===== src/core/azt_pkg.sv =====
package azt_pkg;

    // Zone and level geometry
    localparam int          ZONE_W          = 3;
    localparam int          NUM_ZONES       = 5;
    localparam int          NUM_BOUNDS      = 4;
    localparam int          LEVEL_W         = 8;
    localparam int          CNT_W           = 6;
    localparam int          PERIOD_W        = 24;

    // Values after reset or disable
    localparam logic [2:0]  ZONE_RESET      = 3'h0;
    localparam logic [5:0]  CNT_RESET       = 6'h00;

    // Consecutive-period counts
    localparam logic [5:0]  BASE_PERIODS    = 6'h03;
    localparam logic [5:0]  DOWN_EXTRA_BASE = 6'h03;
    localparam logic [1:0]  FAST_PERIODS    = 2'h3;

    // Fast start-up period length
    localparam real         CLOCK_MHZ       = 250.0;
    localparam real         FAST_PERIOD_MS  = 1.1;
    localparam int          FAST_PERIOD_CYC = int'(FAST_PERIOD_MS * 1000.0 * CLOCK_MHZ);

    typedef enum logic [1:0] {
        AZT_DIR_NONE,
        AZT_DIR_UP,
        AZT_DIR_DOWN
    } azt_dir_t;

    typedef enum logic [1:0] {
        AZT_OFF,
        AZT_FAST,
        AZT_RUN
    } azt_state_t;

    // Number of boundaries the level lies above (strict) or at/above (not strict)
    function automatic logic [2:0] azt_count_bounds(input logic [7:0]  level,
                                                    input logic [31:0] bounds,
                                                    input logic        strict);
        logic [2:0] n;
        n = 3'h0;
        for (int i = 0; i < NUM_BOUNDS; i++) begin
            if (strict ? (level > bounds[i*8 +: 8]) : (level >= bounds[i*8 +: 8])) begin
                n = n + 3'h1;
            end
        end
        return n;
    endfunction

    // Brightness target of one bank for a zone
    function automatic logic [7:0] azt_pick_target(input logic [39:0] targets,
                                                   input logic [2:0]  zone);
        logic [7:0] t;
        t = targets[7:0];
        for (int i = 0; i < NUM_ZONES; i++) begin
            if (zone == 3'(i)) begin
                t = targets[i*8 +: 8];
            end
        end
        return t;
    endfunction

endpackage


===== src/core/azt_zone_classifier.sv =====
`timescale 1ns/1ps
module azt_zone_classifier
    import azt_pkg::*;
(
    input  wire logic [7:0]  i_level,      // Averaged level of the finished period
    input  wire logic [2:0]  i_prev_zone,  // Zone held so far
    input  wire logic [31:0] i_bound_hi,   // Four upper thresholds, boundary 0 low byte
    input  wire logic [31:0] i_bound_lo,   // Four lower thresholds, boundary 0 low byte
    output logic      [2:0]  o_zone        // Classified zone
);

    // Rising needs the high threshold, falling needs to drop below the low one
    wire logic [2:0] zone_up   = azt_count_bounds(i_level, i_bound_hi, 1'b1);
    wire logic [2:0] zone_down = azt_count_bounds(i_level, i_bound_lo, 1'b0);

    // Between the two thresholds the old zone stands, which is the hysteresis
    assign o_zone = (zone_up > i_prev_zone)   ? zone_up :
                    (zone_down < i_prev_zone) ? zone_down :
                                                i_prev_zone;

endmodule


===== src/core/azt_period_timer.sv =====
`timescale 1ns/1ps
module azt_period_timer
    import azt_pkg::*;
#(
    parameter int FAST_CYC = FAST_PERIOD_CYC
)(
    input  wire logic        i_clock,          // Core clock
    input  wire logic        i_reset,          // Synchronous reset, high
    input  wire logic        i_run,            // Sensing enabled
    input  wire logic [23:0] i_period_cycles,  // Normal period length in cycles
    output logic             o_boundary,       // Last cycle of a period
    output logic             o_fast,           // Current period is a fast one
    output logic             o_last_fast       // Current period is the last fast one
);

    logic [23:0] count;
    logic [1:0]  fast_num;

    // A zero length would never end; treat it as one cycle
    wire logic [23:0] period_len = o_fast ? 24'(FAST_CYC) : i_period_cycles;
    wire logic [23:0] end_count  = (period_len == 24'h000000) ? 24'h000000 : period_len - 24'h000001;

    assign o_fast      = i_run && (fast_num != FAST_PERIODS);
    assign o_last_fast = o_fast && (fast_num == FAST_PERIODS - 2'h1);
    assign o_boundary  = i_run && (count == end_count);

    // Restarts whenever sensing is off so each enable begins with fast periods
    always_ff @(posedge i_clock) begin
        if (i_reset || !i_run) begin
            count    <= 24'h000000;
            fast_num <= 2'h0;
        end else if (o_boundary) begin
            count    <= 24'h000000;
            fast_num <= o_fast ? fast_num + 2'h1 : fast_num;
        end else begin
            count    <= count + 24'h000001;
        end
    end

endmodule


===== src/core/azt_zone_filter.sv =====
`timescale 1ns/1ps
// Function
// - Raise target only after 3 periods of rising, or rise then held.
// - Lower target only after 3 periods of falling, or fall then held.
// - Once qualified, another same-direction change updates target at next boundary.
// - After qualifying, a held or opposite period discards qualification entirely.
// - Averager output zone is that of the last completed full period.
// - Apart from the clear to the lowest zone on disable, target changes happen only at the start of an average period.
// - New target is the zone held in the averager output.
// - On enable, run three fast 1.1 ms periods to settle the zone.
// - Direct and down-delay algorithms share the same qualification logic.
// - Down-delay adds 3 to 34 extra periods, 5-bit code, downward only.
// - Down-delay lowers after base plus extra periods; code 0 needs six.
// - In down-delay mode upward changes still need only three periods.
// - A rise before the down delay completes abandons the pending lower target.
// - Zone state starts at the lowest zone when sensing starts.
// - Level classified into five zones by four hysteretic boundaries.
// - Boundaries shared; each bank picks its own per-zone brightness target.
module azt_zone_filter
    import azt_pkg::*;
#(
    parameter int FAST_CYC = FAST_PERIOD_CYC
)(
    input  wire logic        I_CLOCK,            // 250 MHz core clock
    input  wire logic        I_RESET,            // Synchronous reset, high
    input  wire logic        I_SENSE_EN,         // Ambient light sensing enable
    input  wire logic        I_DOWN_DELAY_MODE,  // 1 selects down-delay, 0 direct
    input  wire logic [4:0]  I_DOWN_DELAY_CODE,  // Extra down periods code
    input  wire logic [23:0] I_PERIOD_CYCLES,    // Normal average period in cycles
    input  wire logic [7:0]  I_AVG_LEVEL,        // Averager level, valid on boundary
    input  wire logic [31:0] I_BOUND_HI,         // Zone boundary high thresholds
    input  wire logic [31:0] I_BOUND_LO,         // Zone boundary low thresholds
    input  wire logic [39:0] I_TARGETS_A,        // Bank A zone targets, zone 0 low byte
    input  wire logic [39:0] I_TARGETS_B,        // Bank B zone targets
    input  wire logic [39:0] I_TARGETS_C,        // Bank C zone targets
    output logic             O_PERIOD_END,       // Period boundary strobe to averager
    output logic             O_FAST_STARTUP,     // Current period is a fast one
    output logic [2:0]       O_AVG_ZONE,         // Averager output zone
    output logic [2:0]       O_TARGET_ZONE,      // Zone the backlight follows
    output logic             O_TARGET_UPDATE,    // Pulse when a change was forced
    output logic             O_QUALIFIED,        // Qualification currently held
    output logic [1:0]       O_PENDING_DIR,      // Direction being counted
    output logic [5:0]       O_PERIOD_COUNT,     // Consecutive periods counted
    output logic [7:0]       O_TARGET_A,         // Bank A brightness target
    output logic [7:0]       O_TARGET_B,         // Bank B brightness target
    output logic [7:0]       O_TARGET_C          // Bank C brightness target
);

    azt_state_t  state;
    azt_state_t  next_state;
    azt_dir_t    dir;
    azt_dir_t    next_dir;
    logic [2:0]  avg_zone;
    logic [2:0]  next_avg_zone;
    logic [2:0]  target_zone;
    logic [2:0]  next_target_zone;
    logic [5:0]  count;
    logic [5:0]  next_count;
    logic        qualified;
    logic        next_qualified;
    logic        update;
    logic        next_update;

    logic        boundary;
    logic        fast;
    logic        last_fast;
    logic [2:0]  new_zone;

    // Period boundaries and fast start-up sequencing
    azt_period_timer #(
        .FAST_CYC        (FAST_CYC)
    ) u_timer (
        .i_clock         (I_CLOCK),
        .i_reset         (I_RESET),
        .i_run           (I_SENSE_EN),
        .i_period_cycles (I_PERIOD_CYCLES),
        .o_boundary      (boundary),
        .o_fast          (fast),
        .o_last_fast     (last_fast)
    );

    // Zone of the period that just completed, hysteresis against the held zone
    azt_zone_classifier u_classify (
        .i_level         (I_AVG_LEVEL),
        .i_prev_zone     (avg_zone),
        .i_bound_hi      (I_BOUND_HI),
        .i_bound_lo      (I_BOUND_LO),
        .o_zone          (new_zone)
    );

    // Direction of the averager output change at this boundary
    wire logic     step_up   = new_zone > avg_zone;
    wire logic     step_down = new_zone < avg_zone;
    wire logic     held      = !step_up && !step_down;
    wire azt_dir_t step_dir  = step_up ? AZT_DIR_UP : AZT_DIR_DOWN;

    // Periods required per direction; only downward moves see the extra delay
    wire logic [5:0] down_extra = DOWN_EXTRA_BASE + {1'b0, I_DOWN_DELAY_CODE};
    wire logic [5:0] req_down   = I_DOWN_DELAY_MODE ? BASE_PERIODS + down_extra
                                                    : BASE_PERIODS;
    wire logic [5:0] req_up     = BASE_PERIODS;
    wire logic [5:0] req_now    = (dir == AZT_DIR_DOWN) ? req_down : req_up;

    // Count after this period if it continues the current run
    wire logic [5:0] count_inc  = count + 6'h01;
    wire logic       reach      = count_inc >= req_now;
    wire logic       same_dir   = !held && (step_dir == dir);
    wire logic       counting   = (dir != AZT_DIR_NONE);

    // Decisions taken only on a period boundary, normal in RUN or fast in FAST
    wire logic run_edge  = (state == AZT_RUN) && boundary;
    wire logic fast_edge = (state == AZT_FAST) && boundary;

    // Main sequencing; apart from enable and disable, every change lands on the boundary cycle only
    always_comb begin
        next_state       = state;
        next_dir         = dir;
        next_avg_zone    = avg_zone;
        next_target_zone = target_zone;
        next_count       = count;
        next_qualified   = qualified;
        next_update      = 1'b0;
        case (state)
            AZT_OFF: begin
                // Fresh start from the lowest zone, nothing pending
                next_avg_zone    = ZONE_RESET;
                next_target_zone = ZONE_RESET;
                next_dir         = AZT_DIR_NONE;
                next_count       = CNT_RESET;
                next_qualified   = 1'b0;
                if (I_SENSE_EN) begin
                    next_state = AZT_FAST;
                end
            end
            AZT_FAST: begin
                // Fast periods let the backlight follow the zone without filtering
                if (fast_edge) begin
                    next_avg_zone    = new_zone;
                    next_target_zone = new_zone;
                    next_update      = (new_zone != target_zone);
                    if (last_fast) begin
                        next_state = AZT_RUN;
                    end
                end
            end
            AZT_RUN: begin
                if (run_edge) begin
                    // Output register takes the completed period's zone
                    next_avg_zone = new_zone;
                    if (held) begin
                        if (qualified) begin
                            // A pause after qualifying forfeits it
                            next_dir       = AZT_DIR_NONE;
                            next_count     = CNT_RESET;
                            next_qualified = 1'b0;
                        end else if (counting) begin
                            // Holding at the new zone counts toward the run
                            next_count = count_inc;
                            if (reach) begin
                                next_target_zone = new_zone;
                                next_qualified   = 1'b1;
                                next_update      = 1'b1;
                            end
                        end
                    end else if (same_dir && qualified) begin
                        // Further change in the same direction moves at once
                        next_target_zone = new_zone;
                        next_update      = 1'b1;
                    end else if (same_dir) begin
                        next_count = count_inc;
                        if (reach) begin
                            next_target_zone = new_zone;
                            next_qualified   = 1'b1;
                            next_update      = 1'b1;
                        end
                    end else begin
                        // Reversal: drop what was pending and count afresh
                        next_dir       = step_dir;
                        next_count     = 6'h01;
                        next_qualified = 1'b0;
                    end
                end
            end
            default: begin
                next_state = AZT_OFF;
            end
        endcase
        // Turning sensing off wins over anything else this cycle
        if (!I_SENSE_EN) begin
            next_state       = AZT_OFF;
            next_avg_zone    = ZONE_RESET;
            next_target_zone = ZONE_RESET;
            next_dir       = AZT_DIR_NONE;
            next_count     = CNT_RESET;
            next_qualified = 1'b0;
            next_update    = 1'b0;
        end
    end

    // State registers
    always_ff @(posedge I_CLOCK) begin
        if (I_RESET) begin
            state       <= AZT_OFF;
            dir         <= AZT_DIR_NONE;
            avg_zone    <= ZONE_RESET;
            target_zone <= ZONE_RESET;
            count       <= CNT_RESET;
            qualified   <= 1'b0;
            update      <= 1'b0;
        end else begin
            state       <= next_state;
            dir         <= next_dir;
            avg_zone    <= next_avg_zone;
            target_zone <= next_target_zone;
            count       <= next_count;
            qualified   <= next_qualified;
            update      <= next_update;
        end
    end

    // Boundary strobe and fast flag, registered so the averager sees clean levels
    always_ff @(posedge I_CLOCK) begin
        if (I_RESET) begin
            O_PERIOD_END   <= 1'b0;
            O_FAST_STARTUP <= 1'b0;
        end else begin
            O_PERIOD_END   <= boundary;
            O_FAST_STARTUP <= fast;
        end
    end

    // Per-bank targets; zone targets are live, so a rewrite shows one cycle later
    always_ff @(posedge I_CLOCK) begin
        if (I_RESET) begin
            O_TARGET_A <= 8'h00;
            O_TARGET_B <= 8'h00;
            O_TARGET_C <= 8'h00;
        end else begin
            O_TARGET_A <= azt_pick_target(I_TARGETS_A, target_zone);
            O_TARGET_B <= azt_pick_target(I_TARGETS_B, target_zone);
            O_TARGET_C <= azt_pick_target(I_TARGETS_C, target_zone);
        end
    end

    // Status straight from the state registers
    assign O_AVG_ZONE      = avg_zone;
    assign O_TARGET_ZONE   = target_zone;
    assign O_TARGET_UPDATE = update;
    assign O_QUALIFIED     = qualified;
    assign O_PENDING_DIR   = dir;
    assign O_PERIOD_COUNT  = count;

endmodule


===== config.mk =====
export PLATFORM = sky130hd
export DESIGN_NAME = azt_zone_filter
export DESIGN_NICKNAME = d
export VERILOG_FILES = /design/src/core/azt_pkg.sv /design/src/core/azt_zone_classifier.sv /design/src/core/azt_period_timer.sv /design/src/core/azt_zone_filter.sv
export SDC_FILE = /design/constraint.sdc
export NUM_CORES = 1
export LEC_CHECK = 0
export ABC_AREA = 1
export BUFFER_PORTS_ARGS = -buffer_cell sky130_fd_sc_hd__buf_2
export CAP_MARGIN = 0
export CORE_MARGIN = 1
export CORE_UTILIZATION = 47
export DETAILED_ROUTE_END_ITERATION = 12
export PLACE_DENSITY = 0.84
export SLEW_MARGIN = 20
export SYNTH_ARGS = -nofsm -noshare
export SYNTH_HDL_FRONTEND = slang
export SYNTH_SLANG_ARGS = --single-unit

===== constraint.sdc =====
create_clock -name I_CLOCK -period 6.1 [get_ports I_CLOCK]
set_input_delay 1.525 -clock I_CLOCK [delete_from_list [all_inputs] [get_ports I_CLOCK]]
set_output_delay 1.525 -clock I_CLOCK [all_outputs]
set_load 0.005 [all_outputs]

==> impl_metrics.ini <==
[run_status]
outcome = finished, violations left
failed_checks = setup timing

[floorplan]
die_width_um = 129.2
ios = 267
fp.dieH_um = 129.2
placementRows = 46
fp.coreArea_mm2 = 0.01583
start_util_pct = 48.03
floorplan.die_area_mm2 = 0.01669

[critical_path]
critical_path.startpoint_type = primary input
critical-path-top-cell-by-count = sky130_fd_sc_hd__nand2_1
worst-endpoint-arrival_ns = 6.34
maximum_cell_stage_delay_along_the_critical_path_ns = 0.34
timing_worst_setup_path_type = in2reg
timing.critical_path.slowest_stage_cell = sky130_fd_sc_hd__ha_1
end_kind = register
timing.critical_path.fanout_max = 6
cp.required_ns = 6.33

[synth]
ys_types = 48
synth_compound_area_share_pct = 16.13
synthMuxAreaShare_pct = 0.1317
syn-cell-area_mm2 = 0.007602
ys_seq_elements = 70
mappedNetlistNets = 1549
fraction_of_the_yosys_area_taken_by_sequential_cells_pct = 18.43
syn_avg_cell_area_um2 = 6.181
synth_ff_type = sky130_fd_sc_hd__dfxtp_1
synth_warnings = 0
post_synth_xor_area_fraction_pct = 3.999
combinational_family_with_the_most_area_after_synthesis = simple AND/OR/NAND/NOR gates
synth_enable_flop_cells = 0
synth-async-reset-ratio_pct = 0
synth_simple_gate_area_share_pct = 34.07
synth_adder_area_share_pct = 15.47
syn_inst = 1230

[clocking]
root_buffer_cell = sky130_fd_sc_hd__clkbuf_16
clock_sinks = 70
clk_latency_ns = 0.33
clk_transition_reported_paths_ns = 0.06
numCtsBuffers = 9
cts_tree = yes
clockBufferDepth = 2
hold_buffers = 0
h_tree_levels = 3

[route]
detailroute.via_count = 9045
drt.antenna.violating_nets = 0
route.detailed.wl_per_inst_um = 13.66
postRouteWirelength_mm = 23.71
detail_route.vias_per_cell = 5.210
firstDrtPassIters = 5
drc = 0
initialDrtViolationCount = 616

[global_routing]
number_of_antenna_violations_at_the_first_check_in_global_routing = 0
grt_overflow_total = 0
grt_use_total_pct = 26.21
maximum_number_of_pins_on_one_net_before_global_route_repair = 49
grt_pass1_vias = 8009
first_pass_grt_wire_length_mm = 35.78

[final_layout]
area.growth.synth_to_final_pct = 31.14
instances_no_fill = 1736
drive_gt1_share_pct = 26.73
layout.filler_cells = 1463
nets = 1833

[placed_design]
place_ws_ns = -0.2057
detailedPlacementHpwl_mm = 18.48
routabilityCongestion = 0.9299
place.port_buffers = 266
numPlacedInstances = 1708

[sta]
setup_viol_count_final = 1
finalHoldWorstSlack_ns = 0.4625
final_period_minus_worst_setup_slack_ns = 6.119
timing.final.ws_setup_ns = -0.01889
timing.slew.headroom_pct = 47.71
worstMarginPinSlew_ns = 0.7834
final.setup.tns_ns = -0.01889
slew_viol_final = 0
fin_skew_ns = 0.007953
final_hold_viol_count = 0
fmax_ghz = 0.1634
final_min_period_over_clock_period_pct = 100.3

[flow_run]
max-cap-violations = 0

[power]
power.leakage_nw = 5.145
power.density_mw_per_mm2 = 186.9
peakVddDrop_v = 0.0001318

[hold_path]
hold_path.class = reg2reg
area by class of cell:
| cell class | instances | area [um^2] | area share [%] |
|---|---|---|---|
| diodes | 1 | 2.502 | 0.02510 |
| clock buffers | 11 | 242.7 | 2.435 |
| clock inverters | 5 | 82.58 | 0.8283 |
| inverters | 198 | 743.2 | 7.455 |
| multi-input cells | 930 | 5582 | 55.99 |
| flip-flops and latches | 70 | 1401 | 14.06 |
| well taps | 216 | 270.3 | 2.711 |
| repair buffers | 305 | 1645 | 16.50 |
power breakdown:
| group | switching, W | internal (W) |
|---|---|---|
| sequential | 0.00000594 | 0.000470 |
| combinational | 0.000456 | 0.000362 |
| clock | 0.000200 | 0.000370 |
| total | 0.000662 | 0.00120 |
cell families (layout without fill, tap and decap cells):
logic type,count (synthesis),count (layout)
mux,1,1
simple gates,592,593
compound gates,209,209
buf+inv,231,519
fa+ha+maj,94,94
flops,70,70
other cells,0,1
xor+xnor,33,33
placed cells by master (no fill, tap or decap), types with 3 or more instances in the layout:
master / n
sky130_fd_sc_hd__o21ai_2: 3
sky130_fd_sc_hd__nand3_2: 7
sky130_fd_sc_hd__nand3_1: 69
sky130_fd_sc_hd__nand4_1: 32
sky130_fd_sc_hd__nand2_1: 280
sky130_fd_sc_hd__o21a_1: 4
sky130_fd_sc_hd__nor3_1: 20
sky130_fd_sc_hd__buf_4: 40
sky130_fd_sc_hd__a311oi_1: 24
sky130_fd_sc_hd__ha_1: 84
sky130_fd_sc_hd__nand2_2: 13
sky130_fd_sc_hd__nand3b_1: 3
sky130_fd_sc_hd__or2_2: 4
sky130_fd_sc_hd__buf_6: 3
sky130_fd_sc_hd__o21ai_1: 8
sky130_fd_sc_hd__a21oi_1: 99
sky130_fd_sc_hd__inv_1: 188
sky130_fd_sc_hd__inv_2: 8
sky130_fd_sc_hd__a211oi_2: 3
sky130_fd_sc_hd__nor2_4: 5
sky130_fd_sc_hd__nor2_2: 16
sky130_fd_sc_hd__xnor2_1: 4
sky130_fd_sc_hd__buf_2: 262
sky130_fd_sc_hd__dfxtp_1: 70
sky130_fd_sc_hd__a22oi_1: 3
sky130_fd_sc_hd__clkbuf_16: 9
sky130_fd_sc_hd__o21ai_0: 42
sky130_fd_sc_hd__a21oi_2: 4
sky130_fd_sc_hd__xor2_1: 27
sky130_fd_sc_hd__nor2_1: 124
sky130_fd_sc_hd__o211ai_1: 5
sky130_fd_sc_hd__ha_4: 9
sky130_fd_sc_hd__nor3b_1: 11
cells in the mapped netlist (2+ instances only):
library cell | count | area [um^2]
sky130_fd_sc_hd__nand2_1 | 290 | 1089
sky130_fd_sc_hd__inv_1 | 193 | 724.4
sky130_fd_sc_hd__nor2_1 | 132 | 495.5
sky130_fd_sc_hd__a21oi_1 | 102 | 510.5
sky130_fd_sc_hd__ha_1 | 94 | 1176
sky130_fd_sc_hd__nand3_1 | 72 | 360.4
sky130_fd_sc_hd__dfxtp_1 | 70 | 1401
sky130_fd_sc_hd__o21ai_0 | 46 | 230.2
sky130_fd_sc_hd__nand4_1 | 32 | 200.2
sky130_fd_sc_hd__xor2_1 | 27 | 236.5
sky130_fd_sc_hd__a311oi_1 | 24 | 210.2
sky130_fd_sc_hd__clkbuf_1 | 24 | 90.09
sky130_fd_sc_hd__nor3_1 | 22 | 110.1
sky130_fd_sc_hd__nor3b_1 | 11 | 82.58
sky130_fd_sc_hd__nor2_2 | 9 | 56.30
sky130_fd_sc_hd__o21ai_1 | 6 | 30.03
sky130_fd_sc_hd__a211oi_1 | 5 | 37.54
sky130_fd_sc_hd__nand2_2 | 5 | 31.28
sky130_fd_sc_hd__o211ai_1 | 5 | 37.54
sky130_fd_sc_hd__buf_2 | 4 | 20.02
sky130_fd_sc_hd__nor2_4 | 4 | 45.04
sky130_fd_sc_hd__o21a_1 | 4 | 30.03
sky130_fd_sc_hd__or2_2 | 4 | 25.02
sky130_fd_sc_hd__xnor2_1 | 4 | 35.03
sky130_fd_sc_hd__a22oi_1 | 3 | 22.52
sky130_fd_sc_hd__buf_6 | 3 | 33.78
sky130_fd_sc_hd__inv_2 | 3 | 11.26
sky130_fd_sc_hd__nand3_2 | 3 | 30.03
sky130_fd_sc_hd__nand3b_1 | 3 | 22.52
sky130_fd_sc_hd__a31oi_1 | 2 | 12.51
sky130_fd_sc_hd__a32oi_1 | 2 | 17.52
sky130_fd_sc_hd__and3_1 | 2 | 12.51
sky130_fd_sc_hd__buf_1 | 2 | 7.510
sky130_fd_sc_hd__clkinv_1 | 2 | 7.510
sky130_fd_sc_hd__o31ai_1 | 2 | 15.01
sky130_fd_sc_hd__xor2_2 | 2 | 32.53
worst max-delay path: cells and delay by family:
| family | cells | cell delay [ns] |
|---|---|---|
| AO/OA/AOI/OAI | 6 | 0.97 |
| XOR/XNOR | 1 | 0.20 |
| adder cells (fa/ha/maj) | 5 | 1.29 |
| buffers and inverters | 8 | 0.77 |
| AND/OR/NAND/NOR | 17 | 1.57 |
worst paths after layout:
path	startpoint	to	cells after the start	slack, ns
max	I_AVG_LEVEL[5]	O_QUALIFIED$_SDFFE_PP0P_	37	-0.02
min	u_timer.count[0]$_SDFF_PP0_	u_timer.count[0]$_SDFF_PP0_	1	0.46
max reg2reg	u_timer.fast_num[0]$_SDFFE_PP0P_	O_PENDING_DIR[0]$_SDFFE_PP0P_	24	1.76
min reg2reg	u_timer.count[0]$_SDFF_PP0_	u_timer.count[0]$_SDFF_PP0_	1	0.46
repair_timing:
action | CTS | global route
endpoints found under the setup margin | 0 | 13
buffers inserted | 0 | 10
resized for setup | 0 | 65
state kept, by name (all words and copies together), names as in the netlist:
name / flops
O_AVG_ZONE: 3
O_TARGET_A: 8
u_timer.count: 24
O_PERIOD_END: 1
O_PENDING_DIR: 2
O_FAST_STARTUP: 1
u_timer.fast_num: 2
O_QUALIFIED: 1
state: 2
O_PERIOD_COUNT: 6
O_TARGET_C: 8
O_TARGET_ZONE: 3
O_TARGET_B: 8
O_TARGET_UPDATE: 1
per-stage QoR:
step	area (um^2)	total power, W	util (%)
floorplan	7602	0.0008981	-
global placement	9280	0.001137	58.63
detailed placement	9280	0.001156	58.63
CTS	9605	0.001732	60.69
global route	9967	0.001994	62.97
finish	9970	0.001864	62.99
routing by layer:
metal  vias up  track usage (%)  part of all wire (%)
li1       4618                -                     -
met1      4068            33.73                    43
met2       312            45.48                    49
met3        47            3.799                   5.5
met4         0            7.197                   2.2
met5         -                0                     0
No activity file was read; power rests on OpenSTA's default activity.
